<file path="config.mk">
export PLATFORM = sky130hd
export DESIGN_NAME = iosc_clk_ctrl
export DESIGN_NICKNAME = d
export VERILOG_FILES = /design/src/pkg/iosc_pkg.sv /design/src/rtl/iosc_clk_ctrl.sv /design/src/rtl/iosc_divider.sv
export SDC_FILE = /design/constraint.sdc
export NUM_CORES = 1
export LEC_CHECK = 0
export BUFFER_PORTS_ARGS = -buffer_cell sky130_fd_sc_hd__buf_2
export CAP_MARGIN = 20
export CORE_ASPECT_RATIO = 0.6
export CORE_MARGIN = 3
export CORE_UTILIZATION = 62
export CTS_CLUSTER_SIZE = 20
export DETAILED_ROUTE_END_ITERATION = 6
export PLACE_DENSITY = 0.79
export SYNTH_ARGS = -nofsm -noshare
export SYNTH_HDL_FRONTEND = slang
export SYNTH_SLANG_ARGS = --single-unit
</file>
<file path="constraint.sdc">
create_clock -name ref_clk_i -period 13.4 [get_ports ref_clk_i]
set_input_delay 2.01 -clock ref_clk_i [delete_from_list [all_inputs] [get_ports ref_clk_i]]
set_output_delay 2.01 -clock ref_clk_i [all_outputs]
set_load 0.01 [all_outputs]
</file>
<file path="src/pkg/iosc_pkg.sv">
// Purpose: shared constants and types for the internal oscillator and clock selection block
// Assumes: 8-bit special function register port, single 100 MHz reference clock
// Notes: the oscillator itself is modelled as a phase accumulator stepped on ref_clk_i
package iosc_pkg;
    // ------------------------------------------------------------
    // register map
    // ------------------------------------------------------------
    localparam logic [7:0] IOSC_CTRL_ADDR = 8'hB2;
    localparam logic [7:0] IOSC_TRIM_ADDR = 8'hB3;
    localparam logic [7:0] IOSC_CTRL_RST = 8'h80;
    localparam logic [4:0] IOSC_TRIM_RST_DEFAULT = 5'h10; // arbitrary stand-in for the factory value
    localparam int IOSC_EN_BIT = 7;
    localparam int IOSC_RDY_BIT = 6;
    localparam int IOSC_SUSP_BIT = 5;
    localparam int IOSC_DIV_LSB = 0;
    localparam int IOSC_DIV_MSB = 1;
    localparam int IOSC_TRIM_W = 5;

    // ------------------------------------------------------------
    // oscillator model timing
    // ------------------------------------------------------------
    localparam int IOSC_REF_MHZ = 100;
    localparam int IOSC_BASE_MHZ = 12;
    localparam int IOSC_ACC_W = 24;
    // base step: 12/100 of full scale per reference cycle
    localparam logic [IOSC_ACC_W-1:0] IOSC_BASE_STEP =
        IOSC_ACC_W'((64'(IOSC_BASE_MHZ) << IOSC_ACC_W) / 64'(IOSC_REF_MHZ));
    // one trim step lengthens the period by 0.0025, i.e. shrinks the step by 1/400
    localparam int IOSC_TRIM_DENOM = 400;
    localparam logic [IOSC_ACC_W-1:0] IOSC_TRIM_STEP = IOSC_ACC_W'(IOSC_BASE_STEP / IOSC_TRIM_DENOM);
    localparam int IOSC_SETTLE_NS = 1000;
    localparam int IOSC_SETTLE_CYC = (IOSC_SETTLE_NS * IOSC_REF_MHZ + 999) / 1000;
    localparam int IOSC_SETTLE_W = 8;

    // ------------------------------------------------------------
    // types
    // ------------------------------------------------------------
    typedef enum logic [1:0] {
        IOSC_DIV8 = 2'b00,
        IOSC_DIV4 = 2'b01,
        IOSC_DIV2 = 2'b10,
        IOSC_DIV1 = 2'b11
    } iosc_div_t;

    typedef enum logic [1:0] {
        IOSC_SYS_INT = 2'b00,
        IOSC_SYS_EXT = 2'b01,
        IOSC_SYS_MUL = 2'b10
    } iosc_sys_sel_t;

    typedef enum logic [1:0] {
        IOSC_USB_INT = 2'b00,
        IOSC_USB_EXT = 2'b01,
        IOSC_USB_MUL = 2'b10
    } iosc_usb_sel_t;

    typedef struct packed {
        logic wr;
        logic rd;
        logic [7:0] addr;
        logic [7:0] wdata;
    } iosc_sfr_t;

    typedef struct packed {
        logic int_tick;
        logic ext_tick;
        logic mul_tick;
    } iosc_ticks_t;
endpackage

</file>
<file path="src/rtl/iosc_clk_ctrl.sv">
// Purpose: internal oscillator control, trim, suspend and clock source selection
// Assumes: sfr port on ref_clk_i; wake and activity pins are asynchronous
// Notes: clocks are carried as one-cycle enable ticks on ref_clk_i
// Notes: source selects are plain inputs; only the system side halves the multiplier

// Overview of operation
// - reset selects internal oscillator for system clock; here sys_sel_i is a plain input that reset does not touch
// - system mux: internal, external, multiplier halved
// - usb mux: internal, external, undivided multiplier
// - internal path to system clock divided 1/2/4/8, reset 8
// - divider code 10 is /2, 11 is /1
// - trim loads factory 12 MHz value on reset
// - each trim step lengthens period 0.0025
// - any reset restores factory oscillator frequency
// - suspend stops oscillator until usb or supply wake
// - usb activity in suspend raises resume interrupt
// - control bit 7 enables oscillator, resets one
// - bit 6 reads one only when frequency ready
module iosc_clk_ctrl #(
    parameter logic [4:0] TRIM_FACTORY = iosc_pkg::IOSC_TRIM_RST_DEFAULT
) (
    input wire logic ref_clk_i,
    input wire logic resetn_i,
    input wire iosc_pkg::iosc_sfr_t sfr_i,
    input wire iosc_pkg::iosc_sys_sel_t sys_sel_i,
    input wire iosc_pkg::iosc_usb_sel_t usb_sel_i,
    input wire logic ext_osc_tick_i,
    input wire logic mul_tick_i,
    input wire logic usb_activity_i,
    input wire logic bus_supply_i,
    input wire logic bus_supply_wake_polarity_i,
    output logic [7:0] sfr_rdata_o,
    output logic system_clock_o,
    output logic usb_clock_o,
    output logic osc_running_o,
    output logic resume_irq_o,
    output logic trim_modified_o
);
    import iosc_pkg::*;

    // ------------------------------------------------------------
    // input synchronisers
    // ------------------------------------------------------------
    logic act_s1_r, act_s2_r, sup_s1_r, sup_s2_r, pol_s1_r, pol_s2_r;

    // reset leaves the supply pair equal, so wake reads true for the first cycles;
    // harmless because suspend stays clear until software writes it
    // two-flop capture of asynchronous pins
    always_ff @(posedge ref_clk_i or negedge resetn_i) begin
        if (!resetn_i) begin
            act_s1_r <= 1'b0;
            act_s2_r <= 1'b0;
            sup_s1_r <= 1'b0;
            sup_s2_r <= 1'b0;
            pol_s1_r <= 1'b0;
            pol_s2_r <= 1'b0;
        end else begin
            act_s1_r <= usb_activity_i;
            act_s2_r <= act_s1_r;
            sup_s1_r <= bus_supply_i;
            sup_s2_r <= sup_s1_r;
            pol_s1_r <= bus_supply_wake_polarity_i;
            pol_s2_r <= pol_s1_r;
        end
    end

    // ------------------------------------------------------------
    // register decode
    // ------------------------------------------------------------
    logic ctrl_wr, trim_wr, ctrl_rd, trim_rd;

    // address match of one register strobe
    function automatic logic sfr_hit(input logic strobe, input logic [7:0] addr, input logic [7:0] reg_addr);
        sfr_hit = strobe && (addr == reg_addr);
    endfunction

    // access decodes shared by the write and read paths
    assign ctrl_wr = sfr_hit(sfr_i.wr, sfr_i.addr, IOSC_CTRL_ADDR);
    assign trim_wr = sfr_hit(sfr_i.wr, sfr_i.addr, IOSC_TRIM_ADDR);
    assign ctrl_rd = sfr_hit(sfr_i.rd, sfr_i.addr, IOSC_CTRL_ADDR);
    assign trim_rd = sfr_hit(sfr_i.rd, sfr_i.addr, IOSC_TRIM_ADDR);

    // ------------------------------------------------------------
    // control and trim registers
    // ------------------------------------------------------------
    logic osc_en_r, osc_en_nxt;
    logic susp_r, susp_nxt;
    iosc_div_t div_r, div_nxt;
    logic [IOSC_TRIM_W-1:0] trim_r, trim_nxt;
    logic trim_mod_r, trim_mod_nxt;
    logic irq_r, irq_nxt;
    logic wake;

    // wake on usb activity or matching supply level
    assign wake = act_s2_r | (sup_s2_r == pol_s2_r);

    // register writes and suspend handling
    always_comb begin
        osc_en_nxt = osc_en_r;
        susp_nxt = susp_r;
        div_nxt = div_r;
        trim_nxt = trim_r;
        trim_mod_nxt = trim_mod_r;
        irq_nxt = 1'b0;
        if (ctrl_wr) begin
            osc_en_nxt = sfr_i.wdata[IOSC_EN_BIT];
            div_nxt = iosc_div_t'(sfr_i.wdata[IOSC_DIV_MSB:IOSC_DIV_LSB]);
            // writing zero to suspend is ignored; only a wake clears it
            if (sfr_i.wdata[IOSC_SUSP_BIT]) begin
                susp_nxt = 1'b1;
            end
        end
        if (trim_wr) begin
            trim_nxt = sfr_i.wdata[IOSC_TRIM_W-1:0];
            // sticky until reset: the usb clock must then avoid the internal source
            if (sfr_i.wdata[IOSC_TRIM_W-1:0] != TRIM_FACTORY) begin
                trim_mod_nxt = 1'b1;
            end
        end
        // resume: clear suspend, pulse interrupt on usb activity
        if (susp_r && wake) begin
            susp_nxt = 1'b0;
            irq_nxt = act_s2_r;
        end
    end

    // control registers
    always_ff @(posedge ref_clk_i or negedge resetn_i) begin
        if (!resetn_i) begin
            osc_en_r <= IOSC_CTRL_RST[IOSC_EN_BIT];
            susp_r <= 1'b0;
            div_r <= IOSC_DIV8;
            trim_r <= TRIM_FACTORY;
            trim_mod_r <= 1'b0;
            irq_r <= 1'b0;
        end else begin
            osc_en_r <= osc_en_nxt;
            susp_r <= susp_nxt;
            div_r <= div_nxt;
            trim_r <= trim_nxt;
            trim_mod_r <= trim_mod_nxt;
            irq_r <= irq_nxt;
        end
    end

    // ------------------------------------------------------------
    // oscillator model and ready flag
    // ------------------------------------------------------------
    logic [IOSC_ACC_W-1:0] acc_r, acc_nxt, step;
    logic [IOSC_ACC_W:0] acc_sum;
    logic int_tick_r, int_tick_nxt;
    logic [IOSC_SETTLE_W-1:0] settle_r, settle_nxt;
    logic rdy_r, rdy_nxt;
    logic running;
    logic [IOSC_TRIM_W-1:0] trim_seen_r;

    assign running = osc_en_r & ~susp_r;
    // trim offset from the factory value, as distance and direction
    logic trim_up;
    logic [IOSC_TRIM_W-1:0] trim_dist;
    assign trim_up = (trim_r >= TRIM_FACTORY);
    assign trim_dist = trim_up ? (trim_r - TRIM_FACTORY) : (TRIM_FACTORY - trim_r);
    // base step at the factory trim; larger trim means smaller step, so longer period
    assign step = trim_up ? IOSC_BASE_STEP - IOSC_ACC_W'(trim_dist * IOSC_TRIM_STEP)
        : IOSC_BASE_STEP + IOSC_ACC_W'(trim_dist * IOSC_TRIM_STEP);
    assign acc_sum = {1'b0, acc_r} + {1'b0, step};

    // phase accumulation and settle counting
    always_comb begin
        acc_nxt = acc_r;
        int_tick_nxt = 1'b0;
        settle_nxt = settle_r;
        rdy_nxt = 1'b0;
        if (running) begin
            acc_nxt = acc_sum[IOSC_ACC_W-1:0];
            int_tick_nxt = acc_sum[IOSC_ACC_W];
            // any trim change restarts the settle count
            if (trim_r != trim_seen_r) begin
                settle_nxt = '0;
            end else if (settle_r != IOSC_SETTLE_W'(IOSC_SETTLE_CYC)) begin
                settle_nxt = settle_r + 1'b1;
            end
            rdy_nxt = (settle_r == IOSC_SETTLE_W'(IOSC_SETTLE_CYC)) && (trim_r == trim_seen_r);
        end else begin
            settle_nxt = '0;
        end
    end

    // oscillator registers
    always_ff @(posedge ref_clk_i or negedge resetn_i) begin
        if (!resetn_i) begin
            acc_r <= '0;
            int_tick_r <= 1'b0;
            settle_r <= '0;
            rdy_r <= 1'b0;
            // starts on the factory value so ready settles straight after reset
            trim_seen_r <= TRIM_FACTORY;
        end else begin
            acc_r <= acc_nxt;
            int_tick_r <= int_tick_nxt;
            settle_r <= settle_nxt;
            rdy_r <= rdy_nxt;
            trim_seen_r <= trim_r;
        end
    end

    // ------------------------------------------------------------
    // clock selection
    // ------------------------------------------------------------
    logic int_div_tick;
    logic mul_half_r, mul_half_nxt;
    logic sys_r, sys_nxt, usb_r, usb_nxt;
    iosc_ticks_t ticks;

    // post-divider restarts on a ratio change, so no short first period
    iosc_divider u_div (
        .ref_clk_i(ref_clk_i),
        .resetn_i(resetn_i),
        .tick_i(int_tick_r),
        .div_i(div_r),
        .tick_o(int_div_tick)
    );

    assign ticks = '{int_tick: int_tick_r, ext_tick: ext_osc_tick_i, mul_tick: mul_tick_i};

    // source muxes; sys_sel_i is expected at IOSC_SYS_INT out of reset
    always_comb begin
        mul_half_nxt = mul_half_r ^ ticks.mul_tick;
        // unknown select codes fall back to the internal path
        unique case (sys_sel_i)
            IOSC_SYS_INT: sys_nxt = int_div_tick;
            IOSC_SYS_EXT: sys_nxt = ticks.ext_tick;
            IOSC_SYS_MUL: sys_nxt = ticks.mul_tick & mul_half_r;
            default: sys_nxt = int_div_tick;
        endcase
        unique case (usb_sel_i)
            IOSC_USB_INT: usb_nxt = ticks.int_tick;
            IOSC_USB_EXT: usb_nxt = ticks.ext_tick;
            IOSC_USB_MUL: usb_nxt = ticks.mul_tick;
            default: usb_nxt = ticks.int_tick;
        endcase
    end

    // mux output registers
    always_ff @(posedge ref_clk_i or negedge resetn_i) begin
        if (!resetn_i) begin
            mul_half_r <= 1'b0;
            sys_r <= 1'b0;
            usb_r <= 1'b0;
        end else begin
            mul_half_r <= mul_half_nxt;
            sys_r <= sys_nxt;
            usb_r <= usb_nxt;
        end
    end

    // ------------------------------------------------------------
    // read data
    // ------------------------------------------------------------
    logic [7:0] rdata_r, rdata_nxt;
    logic rdy_visible;

    // flag only while running on the current trim, hiding the lag of rdy_r
    assign rdy_visible = rdy_r & running & (trim_r == trim_seen_r);

    // read mux; unused bits and unmapped addresses give zero
    always_comb begin
        rdata_nxt = 8'h00;
        if (ctrl_rd) begin
            rdata_nxt[IOSC_EN_BIT] = osc_en_r;
            rdata_nxt[IOSC_RDY_BIT] = rdy_visible;
            rdata_nxt[IOSC_SUSP_BIT] = susp_r;
            rdata_nxt[IOSC_DIV_MSB:IOSC_DIV_LSB] = div_r;
        end else if (trim_rd) begin
            // trim shows its five bits; upper bits read zero
            rdata_nxt[IOSC_TRIM_W-1:0] = trim_r;
        end
    end

    // read data register
    always_ff @(posedge ref_clk_i or negedge resetn_i) begin
        if (!resetn_i) begin
            rdata_r <= 8'h00;
        end else begin
            rdata_r <= rdata_nxt;
        end
    end

    // every output comes straight from a register
    assign sfr_rdata_o = rdata_r;
    assign system_clock_o = sys_r;
    assign usb_clock_o = usb_r;
    assign osc_running_o = int_tick_r;
    assign resume_irq_o = irq_r;
    assign trim_modified_o = trim_mod_r;
endmodule

</file>
<file path="src/rtl/iosc_divider.sv">
// Purpose: post-divider of the internal oscillator tick by 1, 2, 4 or 8
// Assumes: tick_i is a one-cycle pulse on ref_clk_i
// Notes: counter restarts when the ratio changes so no runt period
module iosc_divider (
    input wire logic ref_clk_i,
    input wire logic resetn_i,
    input wire logic tick_i,
    input wire iosc_pkg::iosc_div_t div_i,
    output logic tick_o
);
    import iosc_pkg::*;

    logic [2:0] cnt_r, cnt_nxt;
    logic tick_r, tick_nxt;
    iosc_div_t div_r, div_nxt;

    // terminal count per ratio
    function automatic logic [2:0] term_of(input iosc_div_t d);
        unique case (d)
            IOSC_DIV8: term_of = 3'h7;
            IOSC_DIV4: term_of = 3'h3;
            IOSC_DIV2: term_of = 3'h1;
            IOSC_DIV1: term_of = 3'h0;
        endcase
    endfunction

    // next count and output pulse
    always_comb begin
        cnt_nxt = cnt_r;
        tick_nxt = 1'b0;
        div_nxt = div_i;
        if (div_i != div_r) begin
            cnt_nxt = 3'h0;
        end else if (tick_i) begin
            if (cnt_r >= term_of(div_r)) begin
                cnt_nxt = 3'h0;
                tick_nxt = 1'b1;
            end else begin
                cnt_nxt = cnt_r + 3'h1;
            end
        end
    end

    // state registers
    always_ff @(posedge ref_clk_i or negedge resetn_i) begin
        if (!resetn_i) begin
            cnt_r <= 3'h0;
            tick_r <= 1'b0;
            div_r <= IOSC_DIV8;
        end else begin
            cnt_r <= cnt_nxt;
            tick_r <= tick_nxt;
            div_r <= div_nxt;
        end
    end

    assign tick_o = tick_r;
endmodule

</file>
**Word level (Yosys, flattened, before mapping)**

Cells that the tools add are included.

- Bits of input ports: 29
- Flip-flop bits (word level): 73
- Output and inout port bits: 13

- Bitwise gates (word level): 7
- Order comparisons: 2
- Add/subtract/negate cells: 7
- Equality and inequality tests: 17
- Reductions and logical operators: 12
- Mux-type cells: 26
- Multipliers: 1

Operators with widths:

| operator | count |
|---|---|
| 24-bit by 24-bit adder with 25-bit output | 1 |
| 24-bit two-way mux | 1 |
| 8-bit two-way mux | 3 |
| 21-bit by 18-bit adder with 22-bit output, first input constant | 1 |
| 21-bit by 18-bit subtractor with 22-bit output, first input constant | 1 |
| 3-bit two-way mux | 7 |
| 5-bit by 13-bit multiplier with 18-bit output, second input constant | 1 |
| 8-bit == test, second input constant | 2 |
| 3-bit one-hot mux with 4 select lines | 1 |
| 5-bit two-way mux | 2 |
| 1-bit two-way mux | 9 |
| 8-bit by 1-bit adder with 8-bit output, second input constant | 1 |
| 2-bit == test, second input constant | 4 |
| 8-bit by 7-bit == test with 1-bit output, second input constant | 1 |
| 8-bit by 7-bit inequality test with 1-bit output, second input constant | 1 |
| 2-bit by 1-bit == test with 1-bit output, second input constant | 3 |
| 1-bit logical AND | 6 |
| 2-bit nonzero test | 3 |
| 5-bit == test | 1 |
| 5-bit >= comparator, second input constant | 1 |
| 5-bit inequality test | 1 |
| 5-bit inequality test, second input constant | 1 |
| 5-bit subtractor, first input constant | 1 |
| 5-bit subtractor, second input constant | 1 |
| other kinds (13) | 18 |

**Longest topological paths before layout**

- Word-level depth: 8
- Gate-level depth with buffers: 28
- Mapped depth without buffers: 27

**By module**

Synthesis repeated with hierarchy kept, for this count alone.

- Cells, all modules: 632
- Area total of the unflattened synthesis: 5,825.6 um^2

By module, submodules not included:

| module | seq. area each (um^2) | area an instance (um^2) | cells an instance | times used |
|---|---|---|---|---|
| iosc_clk_ctrl | 1,680.4 | 5,455.2 | 598 | 1 |
| iosc_divider | 150.1 | 370.4 | 34 | 1 |

**Worst setup path after synthesis**

No wires, ideal clock.

- Path kind: register to register
- Start point: register trim_r[0]
- End point: register acc_r[21]
- Cell stages (with the launch flop): 26
- Setup time: 0.133 ns
- Setup slack: 7.083 ns
- Arrival: 6.184 ns
- Clock period less this slack: 6.317 ns
- Cell sequence: dfrtp_1 > inv_1 > ha_1 > nor4b_1 > ha_1 > xnor2_1 > ha_1 > a21o_1 > fa_1 > ha_1 > nor2_1 > a21oi_1 > a31oi_4 > xor2_4 > o21ai_2 > o311ai_1 > nand3_1 > xor2_1 > ha_1 > clkbuf_1 > a2111oi_0 > a21oi_1 > a31oi_1 > o31ai_1 > xnor2_1 > o21ai_0

- Longest elaborated chain between the ends: 6
- Elaborated cells between the ends (all ways): 9
- Those cells by class: add/sub: 5; mul: 1; order compare: 1; mux: 2

RTL lines:

| item | line | source |
|---|---|---|
| from (decl) | iosc_clk_ctrl.sv:89 | `logic [IOSC_TRIM_W-1:0] trim_r, trim_nxt;` |
| from (signal assigned) | iosc_clk_ctrl.sv:140 | `trim_r <= trim_nxt;` |
| 5-bit subtractor or 5-bit >= comparator (tied branches) | iosc_clk_ctrl.sv:162, iosc_clk_ctrl.sv:161 |  |
| 5-bit two-way mux | iosc_clk_ctrl.sv:162 | `assign trim_dist = trim_up ? (trim_r - TRIM_FACTORY) : (TRIM_FACTORY - trim_r);` |
| 5-bit by 13-bit multiplier with 18-bit output | iosc_clk_ctrl.sv:164, iosc_clk_ctrl.sv:165 |  |
| 21-bit by 18-bit adder with 22-bit output or 21-bit by 18-bit subtractor with 22-bit output (tied branches) | iosc_clk_ctrl.sv:165, iosc_clk_ctrl.sv:164 |  |
| 24-bit two-way mux (*) | iosc_clk_ctrl.sv:164 | `assign step = trim_up ? IOSC_BASE_STEP - IOSC_ACC_W'(trim_dist * IOSC_TRIM_STEP)` |
| 24-bit by 24-bit adder with 25-bit output (*) | iosc_clk_ctrl.sv:166 | `assign acc_sum = {1'b0, acc_r} + {1'b0, step};` |
| to (signal assigned) | iosc_clk_ctrl.sv:199 | `acc_r <= acc_nxt;` |
| to (decl) | iosc_clk_ctrl.sv:149 | `logic [IOSC_ACC_W-1:0] acc_r, acc_nxt, step;` |

Every way passes the cells marked *; elsewhere a longest branch is shown, timed or not.
A chain may end at the register's enable or synchronous reset.

**Final worst setup path**

Same ends and word-level chain as after synthesis.

==> results.py <==
metrics = {
    "placed_design": {
        "dpl.hpwl_um": 9890,
        "portBuffers": 40,
        "gp_congestion": 0.900,
        "post-place-ws_ns": 6.38,
    },
    "worst_setup_path": {
        "crit_cells": 25,
        "cpMostUsedCell": "ha_1",
        "timing.rr.start": "trim_r[0]$_DFFE_PN0P_",
        "critPathArrivalTime_ns": 7.42,
        "end_kind": "register",
        "r2r_slack_ns": 6.24,
        "slowest_delay_ns": 0.69,
        "critPathBufInv": 1,
        "crit_end": "acc_r[21]$_DFFE_PN0P_",
        "crit_slowest_cell": "dfrtp_1",
        "startpoint_type": "register",
        "ff2ff_path_depth": 25,
        "crit_fanout": 12,
        "path_class": "reg2reg",
        "startpoint": "trim_r[0]$_DFFE_PN0P_",
        "worstPathRequired_ns": 13.66,
        "timing.rr.end": "acc_r[21]$_DFFE_PN0P_",
        "cp_top_family": "compound AO/OA/AOI/OAI gates",
    },
    "grt": {
        "grt_pass1_vias": 4539,
        "gr-total-overflow": 0,
        "grt_max_degree": 74,
        "gr-usage-all-layers_pct": 26.4,
        "grt_antenna_before_repair": 0,
        "grt_pass1_wl_um": 22000,
    },
    "run_status": {
        "outcome": "finished with violations",
        "violations": "design-rule violations",
    },
    "synthesis": {
        "ys_warn_count": 0,
        "netlist.area_leader.share_pct": 30.2,
        "synth_common_cells": "70 x dfrtp_1, 69 x ha_1, 65 x nand2_1, 50 x o21ai_0, 38 x nor2_1",
        "async_flop_share_pct": 100,
        "syn_inst": 626,
        "syn_nets": 728,
        "ys_ff_latch": 73,
        "synth.distinct_cells": 72,
        "synthTopCellsByArea": "dfrtp_1 30%, ha_1 15%, xnor2_1 5.0%, o21ai_0 4.3%, nand2_1 4.2%",
        "syn_area_um2": 5800,
        "post-synth-top-count-cell": "dfrtp_1",
        "synth-edff-count": 0,
        "yosys.area.top_type": "dfrtp_1",
        "ys.flop_type": "dfrtp_1",
        "yosysSeqAreaShare_pct": 31.5,
        "avgSynthCellArea_um2": 9.27,
    },
    "routing": {
        "drt_wl_total_um": 13200,
        "drt-wirelength-per-cell_um": 16.7,
        "routed.top_layer": "met4",
        "drt_iter0_markers": 377,
        "viasPerCell": 5.99,
        "wl_met2_um": 5770,
        "drt-pass1-iter-count": 7,
        "vias": 4747,
        "post-route-drc-count": 20,
        "ant_nets": 0,
        "met1_length_um": 6570,
        "wl_met3_um": 774,
    },
    "layout": {
        "drive_above_1_share_pct": 15.3,
        "layout.nets": 764,
        "fill_cells": 611,
        "diodes": 0,
        "area_delta_synth_final_pct": 11.0,
    },
    "sta": {
        "finalMaxSlewViolations": 0,
        "tightest_slew_ns": 0.905,
        "hold_violations": 0,
        "rsz0062_at_grt": "no",
        "max_freq_mhz": 140,
        "setup_tns_ns": 0,
        "layout_setup_ws_ns": 6.24,
        "post-route-min-period_ns": 7.16,
        "period_share_pct": 53.4,
        "finalSetupViolations": 0,
        "slew_headroom_pct": 39.7,
        "fin_skew_ns": 0.00549,
    },
    "job": {
        "drv_cap": 0,
    },
    "die": {
        "pin_count": 42,
        "dieArea_um2": 10600,
        "rows": 26,
        "start_util_pct": 65.8,
        "die-height_um": 80.9,
        "core_um2": 8820,
        "dieWidth_um": 131,
    },
    "power": {
        "combinationalPowerShare_pct": 66.4,
        "clkPwrFrac_pct": 16.2,
        "internal_power_uw": 873,
        "p_switching_uw": 757,
        "power.leakage_uw": 0.00316,
        "p_sw_share_pct": 46.4,
        "ir_drop_mv": 0.212,
        "power.density_nw_per_um2": 253,
        "pwr-share-seq_pct": 17.4,
    },
    "clock_tree": {
        "post_cts_buffers": 0,
        "ctsHtreeMaxLevel": 3,
        "cts_tree": "done",
        "cts_hold_buf": 0,
        "cts.sinks": 73,
        "clock-root-buffer": "clkbuf_16",
        "postCtsResizedCells": 0,
        "worstSkewPairLatency_ns": 0.34,
        "clk_pin_slew_ns": 0.06,
        "clock_path_buffers": 2,
        "cts_buffers": 9,
    },
    "hold_path": {
        "hold_path.class": "reg2reg",
    },
}
[metal layers]
layer	up-vias	GRT usage, %
met5	-	0
met4	0	4.93
met3	12	5.72
met2	142	39.8
met1	2279	39.3
li1	2314	-
[worst min path at each step]
stage / start / endpoint / slack, ns / cells after the start
floorplan: act_s1_r$_DFF_PN0_ / act_s2_r$_DFF_PN0_ / 0.33 / 0
global route: sup_s1_r$_DFF_PN0_ / sup_s2_r$_DFF_PN0_ / 0.36 / 0
detailed placement: sup_s1_r$_DFF_PN0_ / sup_s2_r$_DFF_PN0_ / 0.34 / 0
global placement: sup_s1_r$_DFF_PN0_ / sup_s2_r$_DFF_PN0_ / 0.33 / 0
finish: sup_s1_r$_DFF_PN0_ / sup_s2_r$_DFF_PN0_ / 0.35 / 0
CTS: sup_s1_r$_DFF_PN0_ / sup_s2_r$_DFF_PN0_ / 0.35 / 0
[state kept, by name, indices dropped and copies added (netlist names), 2 cells and up]
name / flops
acc_r: 24
div_r: 2
settle_r: 8
sfr_rdata_o: 8
trim_r: 5
trim_seen_r: 5
u_div.cnt_r: 3
u_div.div_r: 2
[cells in the final DEF, fill, tap and decap left out, types with 3 or more instances in the layout]
| cell type | n |
|---|---|
| nand2b_1 | 9 |
| o21a_1 | 3 |
| inv_1 | 29 |
| a31oi_1 | 6 |
| o31ai_1 | 4 |
| buf_4 | 3 |
| nor2_1 | 38 |
| nor4b_1 | 3 |
| or3_1 | 4 |
| buf_2 | 39 |
| nand2_1 | 65 |
| clkbuf_16 | 9 |
| o211ai_1 | 3 |
| and3_1 | 4 |
| nand3_1 | 15 |
| nor4_1 | 3 |
| dfstp_2 | 3 |
| nor3b_1 | 6 |
| mux2i_1 | 5 |
| dfrtp_1 | 70 |
| nor2b_1 | 3 |
| fa_1 | 4 |
| a21o_1 | 17 |
| nand4_1 | 6 |
| xor2_1 | 26 |
| mux2_2 | 12 |
| nor3_1 | 9 |
| or2_2 | 5 |
| o21ai_0 | 50 |
| o21bai_1 | 5 |
| a21oi_1 | 37 |
| a31o_2 | 3 |
| ha_1 | 69 |
| o21ai_1 | 8 |
| xnor2_1 | 33 |
| and2_1 | 7 |
[area by class of cell]
| cell class | instances | area [um^2] | share of cell area (%) |
|---|---|---|---|
| flip-flops and latches | 73 | 1830 | 28.4 |
| repair buffers | 42 | 218 | 3.38 |
| multi-input cells | 506 | 3790 | 58.9 |
| clock buffers | 10 | 239 | 3.71 |
| well taps | 126 | 158 | 2.45 |
| clock inverters | 6 | 90.1 | 1.40 |
| inverters | 30 | 113 | 1.75 |
[worst reg2reg max path, delay by kind of cell (launching register included)]
kind,cells,cell delay (ns)
AO/OA/AOI/OAI,11,2.85
AND/OR/NAND/NOR,3,0.45
XOR/XNOR,4,0.83
flip-flops,1,0.69
adder cells (fa/ha/maj),6,2.02
buffers and inverters,1,0.27
[per-stage QoR]
step	hold slack, ns	total power (uW)	util [%]	cell area (um^2)	cells
finish	0.346	1630	73.1	6440	793
global route	0.357	1760	73.1	6440	793
CTS	0.349	1610	73.1	6440	793
detailed placement	0.340	1330	69.3	6110	777
global placement	0.334	1290	69.3	6110	777
floorplan	0.331	1130	-	5800	626
[power groups by stage]
stage / Combinational [uW] / Sequential (uW) / Clock, uW
6_report: 1080 / 283 / 264
5_1_grt: 1190 / 289 / 276
4_1_cts: 1060 / 284 / 268
3_5_place_dp: 1050 / 287 / 0
3_3_place_gp: 1010 / 285 / 0
2_1_floorplan: 847 / 279 / 0
[cell families (layout without fill, tap and decap cells)]
group | count (synthesis) | after routing | synth area share [%]
adders and majority gates | 73 | 73 | 16.3
AOI/OAI and AO/OA | 173 | 173 | 20.9
buffers and inverters | 47 | 88 | 3.08
and+or+nand+nor | 182 | 182 | 15.2
muxes | 17 | 17 | 3.19
xor gates and xnor gates | 61 | 61 | 9.85
DFF | 73 | 73 | 31.5
Power figures use the tool's default switching activity.
